[src/design/elt_pkg.sv]
// Constants, types and field layout for the encoder line trigger block
package elt_pkg;
    localparam int CLK_HZ        = 50000000;
    localparam int MIN_IN_HZ     = 1600;
    // Longest input period the loop tracks, in cycles (rounded down)
    localparam int SLOW_CYC      = CLK_HZ / MIN_IN_HZ;
    localparam int PER_W         = 16;
    localparam int POS_W         = 24;
    localparam int ADDR_W        = 4;
    // Register offsets
    localparam logic [3:0] REG_DIV_CTRL = 4'h0;
    localparam logic [3:0] REG_DEC_CTRL = 4'h4;
    localparam logic [3:0] REG_WIN_UL   = 4'h8;
    localparam logic [3:0] REG_POS      = 4'hC;
    localparam logic [3:0] REG_STATUS   = 4'h1;
    // Divider control layout
    localparam int F_EXP_LO  = 3;
    localparam int F_DIV_LO  = 6;
    localparam int F_STEP_LO = 16;
    localparam int F_FREE    = 0;
    localparam int F_STALL   = 1;
    localparam int F_FCLK    = 2;
    // Decoder control layout
    localparam int F_MULT    = 24;
    localparam int F_DIR_LO  = 25;
    localparam int F_WIN     = 27;
    localparam int F_SINGLE  = 28;
    localparam int F_STEP    = 30;
    localparam int F_RESET   = 31;
    localparam logic [2:0] EXP_MAX = 3'h6;
    localparam logic [9:0] DIV_MIN = 10'h001;
    localparam logic [9:0] DIV_RST = 10'h001;
    typedef enum logic [1:0] {
        ELT_DIR_BOTH = 2'b00,
        ELT_DIR_POS  = 2'b01,
        ELT_DIR_NEG  = 2'b10,
        ELT_DIR_RSVD = 2'b11
    } elt_dir_t;
    typedef struct packed {
        logic [2:0] exponent;
        logic [9:0] divisor;
        logic       free_run;
        logic       stall_hold;
    } elt_div_cfg_t;
    typedef struct packed {
        logic       level_a;
        logic       level_b;
        logic       direction;
        logic       in_window;
        logic       new_lines;
    } elt_status_t;
endpackage

[src/design/elt_top.sv]
// Encoder line trigger: quadrature decoder, gating and fractional divider
module elt_top
    import elt_pkg::*;
(
    // Clock, reset and enable
    input  wire logic               clk_sys,
    input  wire logic               rst,
    input  wire logic               clk_en,
    // Encoder pins
    input  wire logic               enc_a,
    input  wire logic               enc_b,
    // Register port
    input  wire logic [3:0]         reg_addr,
    input  wire logic [31:0]        reg_wdata,
    input  wire logic               reg_wr,
    input  wire logic               reg_rd,
    output logic [31:0]             reg_rdata,
    // Trigger outputs
    output logic                    line_trig,
    output logic                    frame_trig,
    output logic                    div_out
);
    import elt_pkg::*;

    logic [2:0]      a_sync;
    logic [2:0]      b_sync;
    logic [31:0]     div_ctrl;
    logic [31:0]     dec_ctrl;
    logic [23:0]     win_ul;
    logic [23:0]     pos;
    logic [23:0]     hi_mark;
    logic [23:0]     lo_mark;
    logic            dir_up;
    logic [15:0]     step_cnt;
    elt_div_cfg_t    dcfg;
    elt_status_t     stat;
    logic            cnt_edge;
    logic            up_edge;
    logic            qualified;
    logic            dec_rst;

    // Clamp a written exponent into the legal range
    function automatic logic [2:0] clamp_exp(input logic [2:0] v);
        return (v > EXP_MAX) ? EXP_MAX : v;
    endfunction

    // Clamp a written divisor into the legal range
    function automatic logic [9:0] clamp_div(input logic [9:0] v);
        return (v < DIV_MIN) ? DIV_MIN : v;
    endfunction

    // Input synchronisers, stage 0 read only by stage 1
    always_ff @(posedge clk_sys) begin
        if (rst) begin
            a_sync <= 3'h0;
            b_sync <= 3'h0;
        end else if (clk_en) begin
            a_sync <= {a_sync[1:0], enc_a};
            b_sync <= {b_sync[1:0], enc_b};
        end
    end

    // Edge decode from stages 1 and 2 only
    logic a_now, a_old, b_now, b_old;
    logic a_chg, b_chg, a_rise, b_rise;
    logic step_up;
    assign a_now  = a_sync[1];
    assign a_old  = a_sync[2];
    assign b_now  = b_sync[1];
    assign b_old  = b_sync[2];
    assign a_chg  = a_now ^ a_old;
    assign b_chg  = b_now ^ b_old;
    assign a_rise = a_now & ~a_old;
    assign b_rise = b_now & ~b_old;
    // Forward when A leads B
    assign step_up = a_chg ? (a_now ^ b_now) : ~(a_now ^ b_now);
    assign cnt_edge = dec_ctrl[F_MULT] ? (a_chg | b_chg)
                                       : (a_rise | b_rise);
    assign up_edge  = step_up;
    assign dec_rst  = reg_wr && reg_addr == REG_DEC_CTRL
                      && reg_wdata[F_RESET];

    // Position counter with direction
    logic [23:0] next_pos;
    assign next_pos = up_edge ? pos + 24'h000001 : pos - 24'h000001;
    always_ff @(posedge clk_sys) begin
        if (rst) begin
            pos    <= 24'h000000;
            dir_up <= 1'b1;
        end else if (clk_en) begin
            if (dec_rst) begin
                pos <= 24'h000000;
            end else if (cnt_edge) begin
                pos    <= next_pos;
                dir_up <= up_edge;
            end
        end
    end

    // Gating of counted edges into line triggers
    logic dir_ok, win_ok, new_ok, in_win;
    always_comb begin
        case (elt_dir_t'(dec_ctrl[F_DIR_LO +: 2]))
            ELT_DIR_BOTH: dir_ok = 1'b1;
            ELT_DIR_POS:  dir_ok = up_edge;
            ELT_DIR_NEG:  dir_ok = ~up_edge;
            default:      dir_ok = 1'b0;
        endcase
    end
    assign in_win = pos >= dec_ctrl[23:0] && pos <= win_ul;
    assign win_ok = ~dec_ctrl[F_WIN] ||
                    (next_pos >= dec_ctrl[23:0] && next_pos <= win_ul);
    // Only counts beyond the extremes ever reached are new
    // Signed compare so that counts below zero are new on the reverse side
    assign new_ok = ~dec_ctrl[F_SINGLE] ||
                    (up_edge ? $signed(next_pos) > $signed(hi_mark)
                             : $signed(next_pos) < $signed(lo_mark));
    assign qualified = cnt_edge & dir_ok & win_ok & new_ok;

    // Reached extremes for single capture
    always_ff @(posedge clk_sys) begin
        if (rst) begin
            hi_mark <= 24'h000000;
            lo_mark <= 24'h000000;
        end else if (clk_en) begin
            if (dec_rst) begin
                hi_mark <= 24'h000000;
                lo_mark <= 24'h000000;
            end else if (cnt_edge && up_edge &&
                         $signed(next_pos) > $signed(hi_mark)) begin
                hi_mark <= next_pos;
            end else if (cnt_edge && !up_edge &&
                         $signed(next_pos) < $signed(lo_mark)) begin
                lo_mark <= next_pos;
            end
        end
    end

    // Line and frame triggers, one-cycle pulses
    always_ff @(posedge clk_sys) begin
        if (rst) begin
            line_trig  <= 1'b0;
            frame_trig <= 1'b0;
            step_cnt   <= 16'h0000;
        end else if (clk_en) begin
            line_trig  <= qualified;
            frame_trig <= 1'b0;
            if (dec_rst) begin
                step_cnt <= 16'h0000;
            end else if (qualified && dec_ctrl[F_STEP]) begin
                if (step_cnt + 16'h0001 >= div_ctrl[F_STEP_LO +: 16]) begin
                    step_cnt   <= 16'h0000;
                    frame_trig <= 1'b1;
                end else begin
                    step_cnt <= step_cnt + 16'h0001;
                end
            end
        end
    end

    // Divider: period measure of A, output toggles at scaled rate
    logic [15:0] per_cnt;
    logic [15:0] per_meas;
    typedef enum logic [1:0] {
        ELT_DV_SLOW = 2'b00,
        ELT_DV_ARM  = 2'b01,
        ELT_DV_RUN  = 2'b10
    } elt_div_state_t;
    elt_div_state_t div_state;
    logic        slow;
    logic [25:0] out_acc;
    logic [10:0] slow_div;
    logic        div_in_rise;
    logic [25:0] out_step;
    assign dcfg.exponent   = div_ctrl[F_EXP_LO +: 3];
    assign dcfg.divisor    = div_ctrl[F_DIV_LO +: 10];
    assign dcfg.free_run   = div_ctrl[F_FREE];
    assign dcfg.stall_hold = div_ctrl[F_STALL];
    assign div_in_rise     = a_rise;
    // Half-period of output = per_meas * M / 2^(N+1), accumulated per clk
    assign out_step = 26'(32'(1) << dcfg.exponent) << 1;
    assign slow     = (div_state != ELT_DV_RUN);

    always_ff @(posedge clk_sys) begin
        if (rst) begin
            per_cnt  <= 16'h0000;
            per_meas  <= 16'h0000;
            div_state <= ELT_DV_SLOW;
        end else if (clk_en) begin
            if (div_in_rise) begin
                per_meas <= per_cnt + 16'h0001;
                per_cnt  <= 16'h0000;
            end else if (per_cnt < 16'(SLOW_CYC)) begin
                per_cnt  <= per_cnt + 16'h0001;
            end
            // Lock only after one whole input period has been measured
            case (div_state)
                ELT_DV_SLOW: begin
                    if (div_in_rise) begin
                        div_state <= ELT_DV_ARM;
                    end
                end
                ELT_DV_ARM, ELT_DV_RUN: begin
                    if (div_in_rise) begin
                        div_state <= ELT_DV_RUN;
                    end else if (per_cnt >= 16'(SLOW_CYC)) begin
                        div_state <= ELT_DV_SLOW;
                    end
                end
                default: div_state <= ELT_DV_SLOW;
            endcase
        end
    end

    logic [25:0] half_target;
    assign half_target = 26'(per_meas) * 26'(dcfg.divisor);
    always_ff @(posedge clk_sys) begin
        if (rst) begin
            out_acc  <= 26'h0000000;
            slow_div <= 11'h000;
            div_out  <= 1'b0;
        end else if (clk_en) begin
            if (slow) begin
                out_acc <= 26'h0000000;
                if (!dcfg.stall_hold && div_in_rise) begin
                    // Toggle every 2M input rises: one output period per 4M
                    if (slow_div + 11'h001 >= {dcfg.divisor, 1'b0}) begin
                        slow_div <= 11'h000;
                        div_out  <= ~div_out;
                    end else begin
                        slow_div <= slow_div + 11'h001;
                    end
                end
            end else if (div_in_rise && !dcfg.free_run) begin
                out_acc <= 26'h0000000;
                // Keep the toggle that falls on an input rise that restarts the accumulator
                if (out_acc + out_step >= half_target) begin
                    div_out <= ~div_out;
                end
            end else if (out_acc + out_step >= half_target) begin
                out_acc <= 26'h0000000;
                div_out <= ~div_out;
            end else begin
                out_acc <= out_acc + out_step;
            end
        end
    end

    // Register writes
    always_ff @(posedge clk_sys) begin
        if (rst) begin
            div_ctrl <= {16'h0001, DIV_RST, 6'h00};
            dec_ctrl <= 32'h00000000;
            win_ul   <= 24'hFFFFFF;
        end else if (clk_en && reg_wr) begin
            case (reg_addr)
                REG_DIV_CTRL: begin
                    div_ctrl <= {reg_wdata[31:16],
                                 clamp_div(reg_wdata[15:6]),
                                 clamp_exp(reg_wdata[5:3]),
                                 1'b0, reg_wdata[1:0]};
                end
                REG_DEC_CTRL: dec_ctrl <= {1'b0, reg_wdata[30:0]};
                REG_WIN_UL:   win_ul   <= reg_wdata[23:0];
                default:      ;
            endcase
        end
    end

    // Register reads, data valid the cycle after the strobe
    assign stat = '{level_a: a_now, level_b: b_now, direction: dir_up,
                    in_window: in_win,
                    new_lines: line_trig | (cnt_edge & qualified)};
    always_ff @(posedge clk_sys) begin
        if (rst) begin
            reg_rdata <= 32'h00000000;
        end else if (clk_en) begin
            reg_rdata <= 32'h00000000;
            if (reg_rd) begin
                case (reg_addr)
                    REG_DIV_CTRL: reg_rdata <= div_ctrl;
                    REG_DEC_CTRL: reg_rdata <= dec_ctrl;
                    REG_WIN_UL:   reg_rdata <= {8'h00, win_ul};
                    REG_POS:      reg_rdata <= {8'h00, pos};
                    REG_STATUS:   reg_rdata <= {27'h0, stat};
                    default:      reg_rdata <= 32'h00000000;
                endcase
            end
        end
    end
endmodule // elt_top

[config.mk]
export PLATFORM = sky130hd
export DESIGN_NAME = elt_top
export DESIGN_NICKNAME = d
export VERILOG_FILES = /design/src/design/elt_pkg.sv /design/src/design/elt_top.sv
export SDC_FILE = /design/constraint.sdc
export NUM_CORES = 1
export LEC_CHECK = 0
export BUFFER_PORTS_ARGS = -buffer_cell sky130_fd_sc_hd__buf_2
export CORE_AREA = 2 2 307 309
export DETAILED_ROUTE_END_ITERATION = 10
export DIE_AREA = 0 0 309 311
export HOLD_SLACK_MARGIN = 0.12
export PLACE_DENSITY = 0.38
export SYNTH_ARGS = -nofsm -noshare
export SYNTH_HDL_FRONTEND = slang
export SYNTH_SLANG_ARGS = --single-unit
[constraint.sdc]
create_clock -name clk_sys -period 11.18 [get_ports clk_sys]
set_clock_uncertainty 0.1 [all_clocks]
set_input_delay 0 -clock clk_sys [delete_from_list [all_inputs] [get_ports clk_sys]]
set_output_delay 0 -clock clk_sys [all_outputs]
set_load 0.01 [all_outputs]
# Yosys cells after proc, flatten, opt, wreduce, memory -nomap -nowiden
# Index checks and enable logic that the tools add are counted.
op_classes:
  addsub: 6
  mul: 1
  n_lt_le_gt_ge: 13
  eq_ne: 14
  shifts: 1
  mux: 36
  bitwise: 20
  n_reduce_logical: 40
ops:
  columns: ["operator", "count"]
  rows:
  - ["24-bit 2-to-1 mux", 8]
  - ["32-bit one-hot mux with 5 select lines", 1]
  - ["16-bit 2-to-1 mux", 5]
  - ["26-bit 2-to-1 mux", 3]
  - ["24-bit greater-or-equal comparator", 2]
  - ["24-bit less-or-equal comparator", 2]
  - ["16-bit by 1-bit adder with 16-bit output, second input constant", 2]
  - ["32-bit 2-to-1 mux", 1]
  - ["26-bit adder", 1]
  - ["26-bit greater-or-equal comparator", 1]
  - ["16-bit by 10-bit multiplier with 26-bit output", 1]
  - ["1-bit by 3-bit << shifter with 25-bit output, first input constant", 1]
  - ["24-bit by 1-bit adder with 24-bit output, second input constant", 1]
  - ["24-bit greater-than comparator", 1]
  - ["24-bit less-than comparator", 1]
  - ["24-bit by 1-bit subtractor with 24-bit output, second input constant", 1]
  - ["16-bit by 15-bit greater-or-equal comparator with 1-bit output, second input constant", 1]
  - ["16-bit greater-or-equal comparator", 1]
  - ["16-bit by 15-bit less-than comparator with 1-bit output, second input constant", 1]
  - ["2-bit AND reduction", 8]
  - ["1-bit logical AND", 12]
  - ["3-bit AND reduction", 4]
  - ["2-bit nonzero test", 6]
  - ["11-bit by 1-bit adder with 11-bit output, second input constant", 1]
  - ["other kinds (28)", 65]
word_totals:
  reg_bits: 287
  inputBits: 43
  out_inout_bits: 35
  wordCells: 150

# Longest topological paths before layout
logic_depth:
  word_depth: 13
  ltp_mapped: 32
  depth_no_buf: 29

# Worst setup path after synthesis
# No wires, ideal clock.
synth_timing:
  kind: "register to register"
  from: "register div_ctrl[7]"
  to: "register out_acc[11]"
  setup_ps: 124
  arrival_time_ps: 7074
  t_required_ps: 10956
  slack_ps: 3882
  stages_incl_launch_ff: 33
  path_buffers: 3
  period_less_slack_ps: 7298
  path_cell_list: "dfxtp_1 clkbuf_1 clkbuf_1 nand2_1 fa_1 inv_1 fa_1 fa_1 fa_1 inv_1 fa_1 inv_1 ha_1 a21o_1 a21o_1 a21o_1 a21o_1 o2111ai_1 nand3_1 a31o_2 a21oi_1 xnor2_1 ha_1 nand4_1 nor3_1 o21ai_0 nor4_1 a211oi_1 nand3_1 clkbuf_1 nor2_1 o21ai_0 o21ai_0"
synth_via:
  elab_chain_len: 5
synth_lines:
  columns: ["item", "line", "text"]
  rows:
  - ["from (decl)", "elt_top.sv:27", "logic [31:0] div_ctrl;"]
  - ["from (signal assigned)", "elt_top.sv:252", "div_ctrl <= {16'h0001, DIV_RST, 6'h00};"]
  - ["from (signal assigned)", "elt_top.sv:258", "div_ctrl <= {reg_wdata[31:16],"]
  - ["16-bit by 10-bit multiplier with 26-bit output", "elt_top.sv:216", "assign half_target = 26'(per_meas) * 26'(dcfg.divisor);"]
  - ["26-bit greater-or-equal comparator", "elt_top.sv:240", "end else if (out_acc + out_step >= half_target) begin"]
  - ["26-bit 2-to-1 mux", "elt_top.sv:240", null]
  - ["26-bit 2-to-1 mux", "elt_top.sv:234", "end else if (div_in_rise && !dcfg.free_run) begin"]
  - ["26-bit 2-to-1 mux", "elt_top.sv:223", "if (slow) begin"]
  - ["to (signal assigned)", "elt_top.sv:244", "out_acc <= out_acc + out_step;"]
  - ["to (decl)", "elt_top.sv:171", "logic [25:0] out_acc;"]
# No other way between the ends.
# A chain may end at the register's enable or synchronous reset.

# Worst setup path after layout
layout_timing:
  from: "register div_ctrl[9]"
  to: "register out_acc[17]"
# The elaborated chain is that of the path after synthesis.

==> flow_metrics.py <==
metrics = {
    "synthesis": {
        "synth_fa_ha_area_frac": 0.256,
        "ys_ff_latch": 286,
        "synth_area_um2": 23100,
        "synth_area_leaders": "dfxtp_1 (25%), ha_1 (16%), fa_1 (9.7%)",
        "synth.top_cell.area_share": 0.248,
        "syn-num-nets": 3245,
        "yosysMostFrequentCell": "nand2_1",
        "syn_area_per_cell_um2": 8.26,
        "yosysWarnings": 0,
        "synth_cell_types": 86,
        "synth_simple_gate_area_share": 0.194,
        "synth-edff-count": 0,
        "synthMuxAreaShare": 0.0139,
        "synthCells": 2796,
        "synthFlopType": "dfxtp_1",
        "synth_top_family_by_area": "adder cells",
        "synth_area_leader_cell": "dfxtp_1",
        "synth_seq_area_share": 0.248,
        "synth_xor_area_frac": 0.0363,
        "yosys-top-cells-count": "nand2_1 (351), ha_1 (294), dfxtp_1 (286)",
        "synthArstFlopShare": 0,
        "synth_compound_area_frac": 0.186,
    },
    "placement": {
        "gp_congestion": 0.863,
        "dp_hpwl_um": 60900,
        "port_buffers": 77,
        "place_ws_ns": 2.95,
    },
    "route": {
        "vias": 20337,
        "drtPass1Iterations": 8,
        "drc": 0,
        "via_per_inst": 4.88,
        "drt_iter0_drc": 1203,
        "drt_wl_total_um": 82200,
        "wl_per_cell_um": 19.7,
        "ant_nets": 0,
    },
    "timing": {
        "timing.fmax_mhz": 122,
        "whs_ns": 0.163,
        "slew_viol_final": 0,
        "fin_crit_ns": 8.21,
        "rsz0062_at_grt": "false",
        "setup_viol": 0,
        "finalHoldViolCount": 0,
        "relSlewSlack": 0.136,
        "fin_crit_sh": 0.734,
        "tightest_slew_ns": 1.29,
        "setup-tns-final_ns": 0,
        "fin_ws_ns": 2.97,
    },
    "final_layout": {
        "final_layout_size_suffix_gt1_frac": 0.0787,
        "area_growth_pct": 16.7,
        "finish.net_count": 3332,
    },
    "die": {
        "fp.dieH_um": 311,
        "die_area_um2": 96100,
        "pin_count": 78,
        "core_um2": 92800,
        "num_rows": 112,
        "fp.dieW_um": 309,
        "start_util": 0.249,
    },
    "power_and_ir_drop": {
        "powerDensity_nw_per_um2": 106,
        "ir_drop_v": 0.000107,
        "finalPower_mw": 2.86,
        "p_leak_nw": 11.8,
    },
    "setup_path": {
        "crit-reg2reg-capture": "out_acc[17]",
        "crit_path_end_kind": "flip-flop",
        "cp.arrival_ns": 8.57,
        "regToRegSetupSlack_ns": 2.97,
        "reg2reg_depth": 29,
        "cp_max_fo": 21,
        "cp_common_cell": "fa_1",
        "max_stage_delay_ns": 0.81,
        "timing.rr.start": "div_ctrl[9]",
        "cp-start-kind": "flip-flop",
        "cp.required_ns": 11.55,
        "critPathSlowestCell": "dfxtp_1",
        "critPathKind": "flip-flop to flip-flop",
    },
    "worst_hold_path": {
        "whs_endpoint": "dec_ctrl[28]",
        "hp-class": "input pin to flip-flop",
        "min-delay-start": "reg_wdata[28]",
        "whs_path_depth": 4,
    },
    "clock_network": {
        "root_buffer": "clkbuf_16",
        "cts-buffers-inserted": 40,
        "cts.repair.resized": 0,
        "cts_tree": "yes",
        "insertion_delay_ns": 0.59,
        "h-tree-depth": 2,
        "clockBufferDepth": 3,
        "cts-hold-fix-buffers": 69,
        "clock_sinks": 286,
        "clk_pin_slew_ns": 0.06,
        "postCtsSetupBuffers": 0,
    },
    "global_routing": {
        "antenna_found_initial": 3,
        "grt_pass1_wl_um": 126000,
        "grt_pass1_vias": 20533,
        "track_usage": 0.170,
        "gr-total-overflow": 0,
        "grt_max_degree": 84,
    },
    "status": {
        "status": "completed",
    },
    "flow_run": {
        "drv_cap": 0,
    },
}
-- kinds of logic (layout without fill, tap and decap cells) --
family          Yosys count  in the layout
other cells               0              2
buf+inv                 389            504
fa+ha+maj               406            406
flops                   286            286
simple gates            932            932
mux                      32             32
xor+xnor                 94             94
compound gates          657            657
-- cell usage in the layout, fill, tap and decap left out, types with 22 or more instances in the layout --
| master | Yosys | final |
|---|---|---|
| nand2_1 | 351 | 351 |
| ha_1 | 294 | 294 |
| dfxtp_1 | 286 | 286 |
| inv_1 | 250 | 250 |
| a21oi_1 | 243 | 243 |
| nor2_1 | 187 | 187 |
| fa_1 | 112 | 112 |
| and2_1 | 105 | 105 |
| o21ai_0 | 86 | 86 |
| buf_2 | 4 | 76 |
| dlygate4sd3_1 | 0 | 69 |
| a21o_1 | 66 | 66 |
| nand3_1 | 65 | 65 |
| xnor2_1 | 57 | 57 |
| a22oi_1 | 41 | 41 |
| clkbuf_16 | 0 | 40 |
| buf_4 | 1 | 37 |
| xor2_1 | 36 | 36 |
| a211oi_1 | 35 | 35 |
| nor3_1 | 34 | 34 |
| and3_1 | 36 | 34 |
| nand4_1 | 33 | 33 |
| o211ai_1 | 32 | 32 |
| nand2b_1 | 31 | 31 |
| mux2i_1 | 31 | 31 |
| a222oi_1 | 22 | 22 |
-- sequential cells by signal, indices dropped and copies added, names as in the netlist, 2 cells and up --
| signal | cells |
|---|---|
| slow_div | 11 |
| reg_rdata | 32 |
| div_state | 2 |
| out_acc | 25 |
| a_sync | 3 |
| pos | 24 |
| dec_ctrl | 31 |
| div_ctrl | 31 |
| lo_mark | 24 |
| win_ul | 24 |
| hi_mark | 24 |
| step_cnt | 16 |
| b_sync | 3 |
| per_meas | 16 |
| per_cnt | 16 |
-- routing by layer --
layer,vias to the layer above,part of all wire,track usage
met5,-,0,0
met4,0,0.020,0.0421
met3,89,0.045,0.0223
met2,437,0.47,0.282
met1,9890,0.47,0.231
li1,9921,-,-
-- how the worst max path moves through the flow --
stage                 from     endpoint  slack [ns]  depth (start not counted)
6_report       div_ctrl[9]  out_acc[17]        2.97                         29
3_3_place_gp   div_ctrl[9]  out_acc[17]        3.08                         29
3_5_place_dp   div_ctrl[9]  out_acc[17]        2.95                         29
5_1_grt        div_ctrl[9]  out_acc[16]        2.36                         29
4_1_cts        div_ctrl[7]  out_acc[17]        2.94                         29
2_1_floorplan  div_ctrl[7]  out_acc[11]        3.88                         32
-- final cells by class --
type                    count  area [um^2]
well taps                1254         1570
clock inverters            16          245
inverters                 251          942
flip-flops and latches    286         5730
clock buffers              54         1170
fillers                 10011        65800
multi-input cells        2121        15900
diodes                      2         5.00
repair buffers            183         1360
-- critical path, delay by kind of cell, from the launching register on --
family	cells	cell delay [ns]
and+or+nand+nor	9	1.94
AOI/OAI and AO/OA	9	1.88
xor gates and xnor gates	1	0.15
buffers and inverters	3	0.16
DFF	1	0.81
adders and majority gates	7	3.05
-- power by group --
group | total [mW] | switching [mW] | internal [mW]
Combinational | 0.428 | 0.269 | 0.159
Clock | 1.39 | 0.538 | 0.853
Sequential | 1.05 | 0.0154 | 1.03
-- through the flow --
stage          utilization  instances  area, um^2
2_1_floorplan            -       2796       23100
3_3_place_gp         0.268       4026       24800
3_5_place_dp         0.268       4026       24800
4_1_cts              0.290       4165       26900
5_1_grt              0.290       4166       26900
6_report             0.290       4167       26900
(Power assumes the default switching activity.)
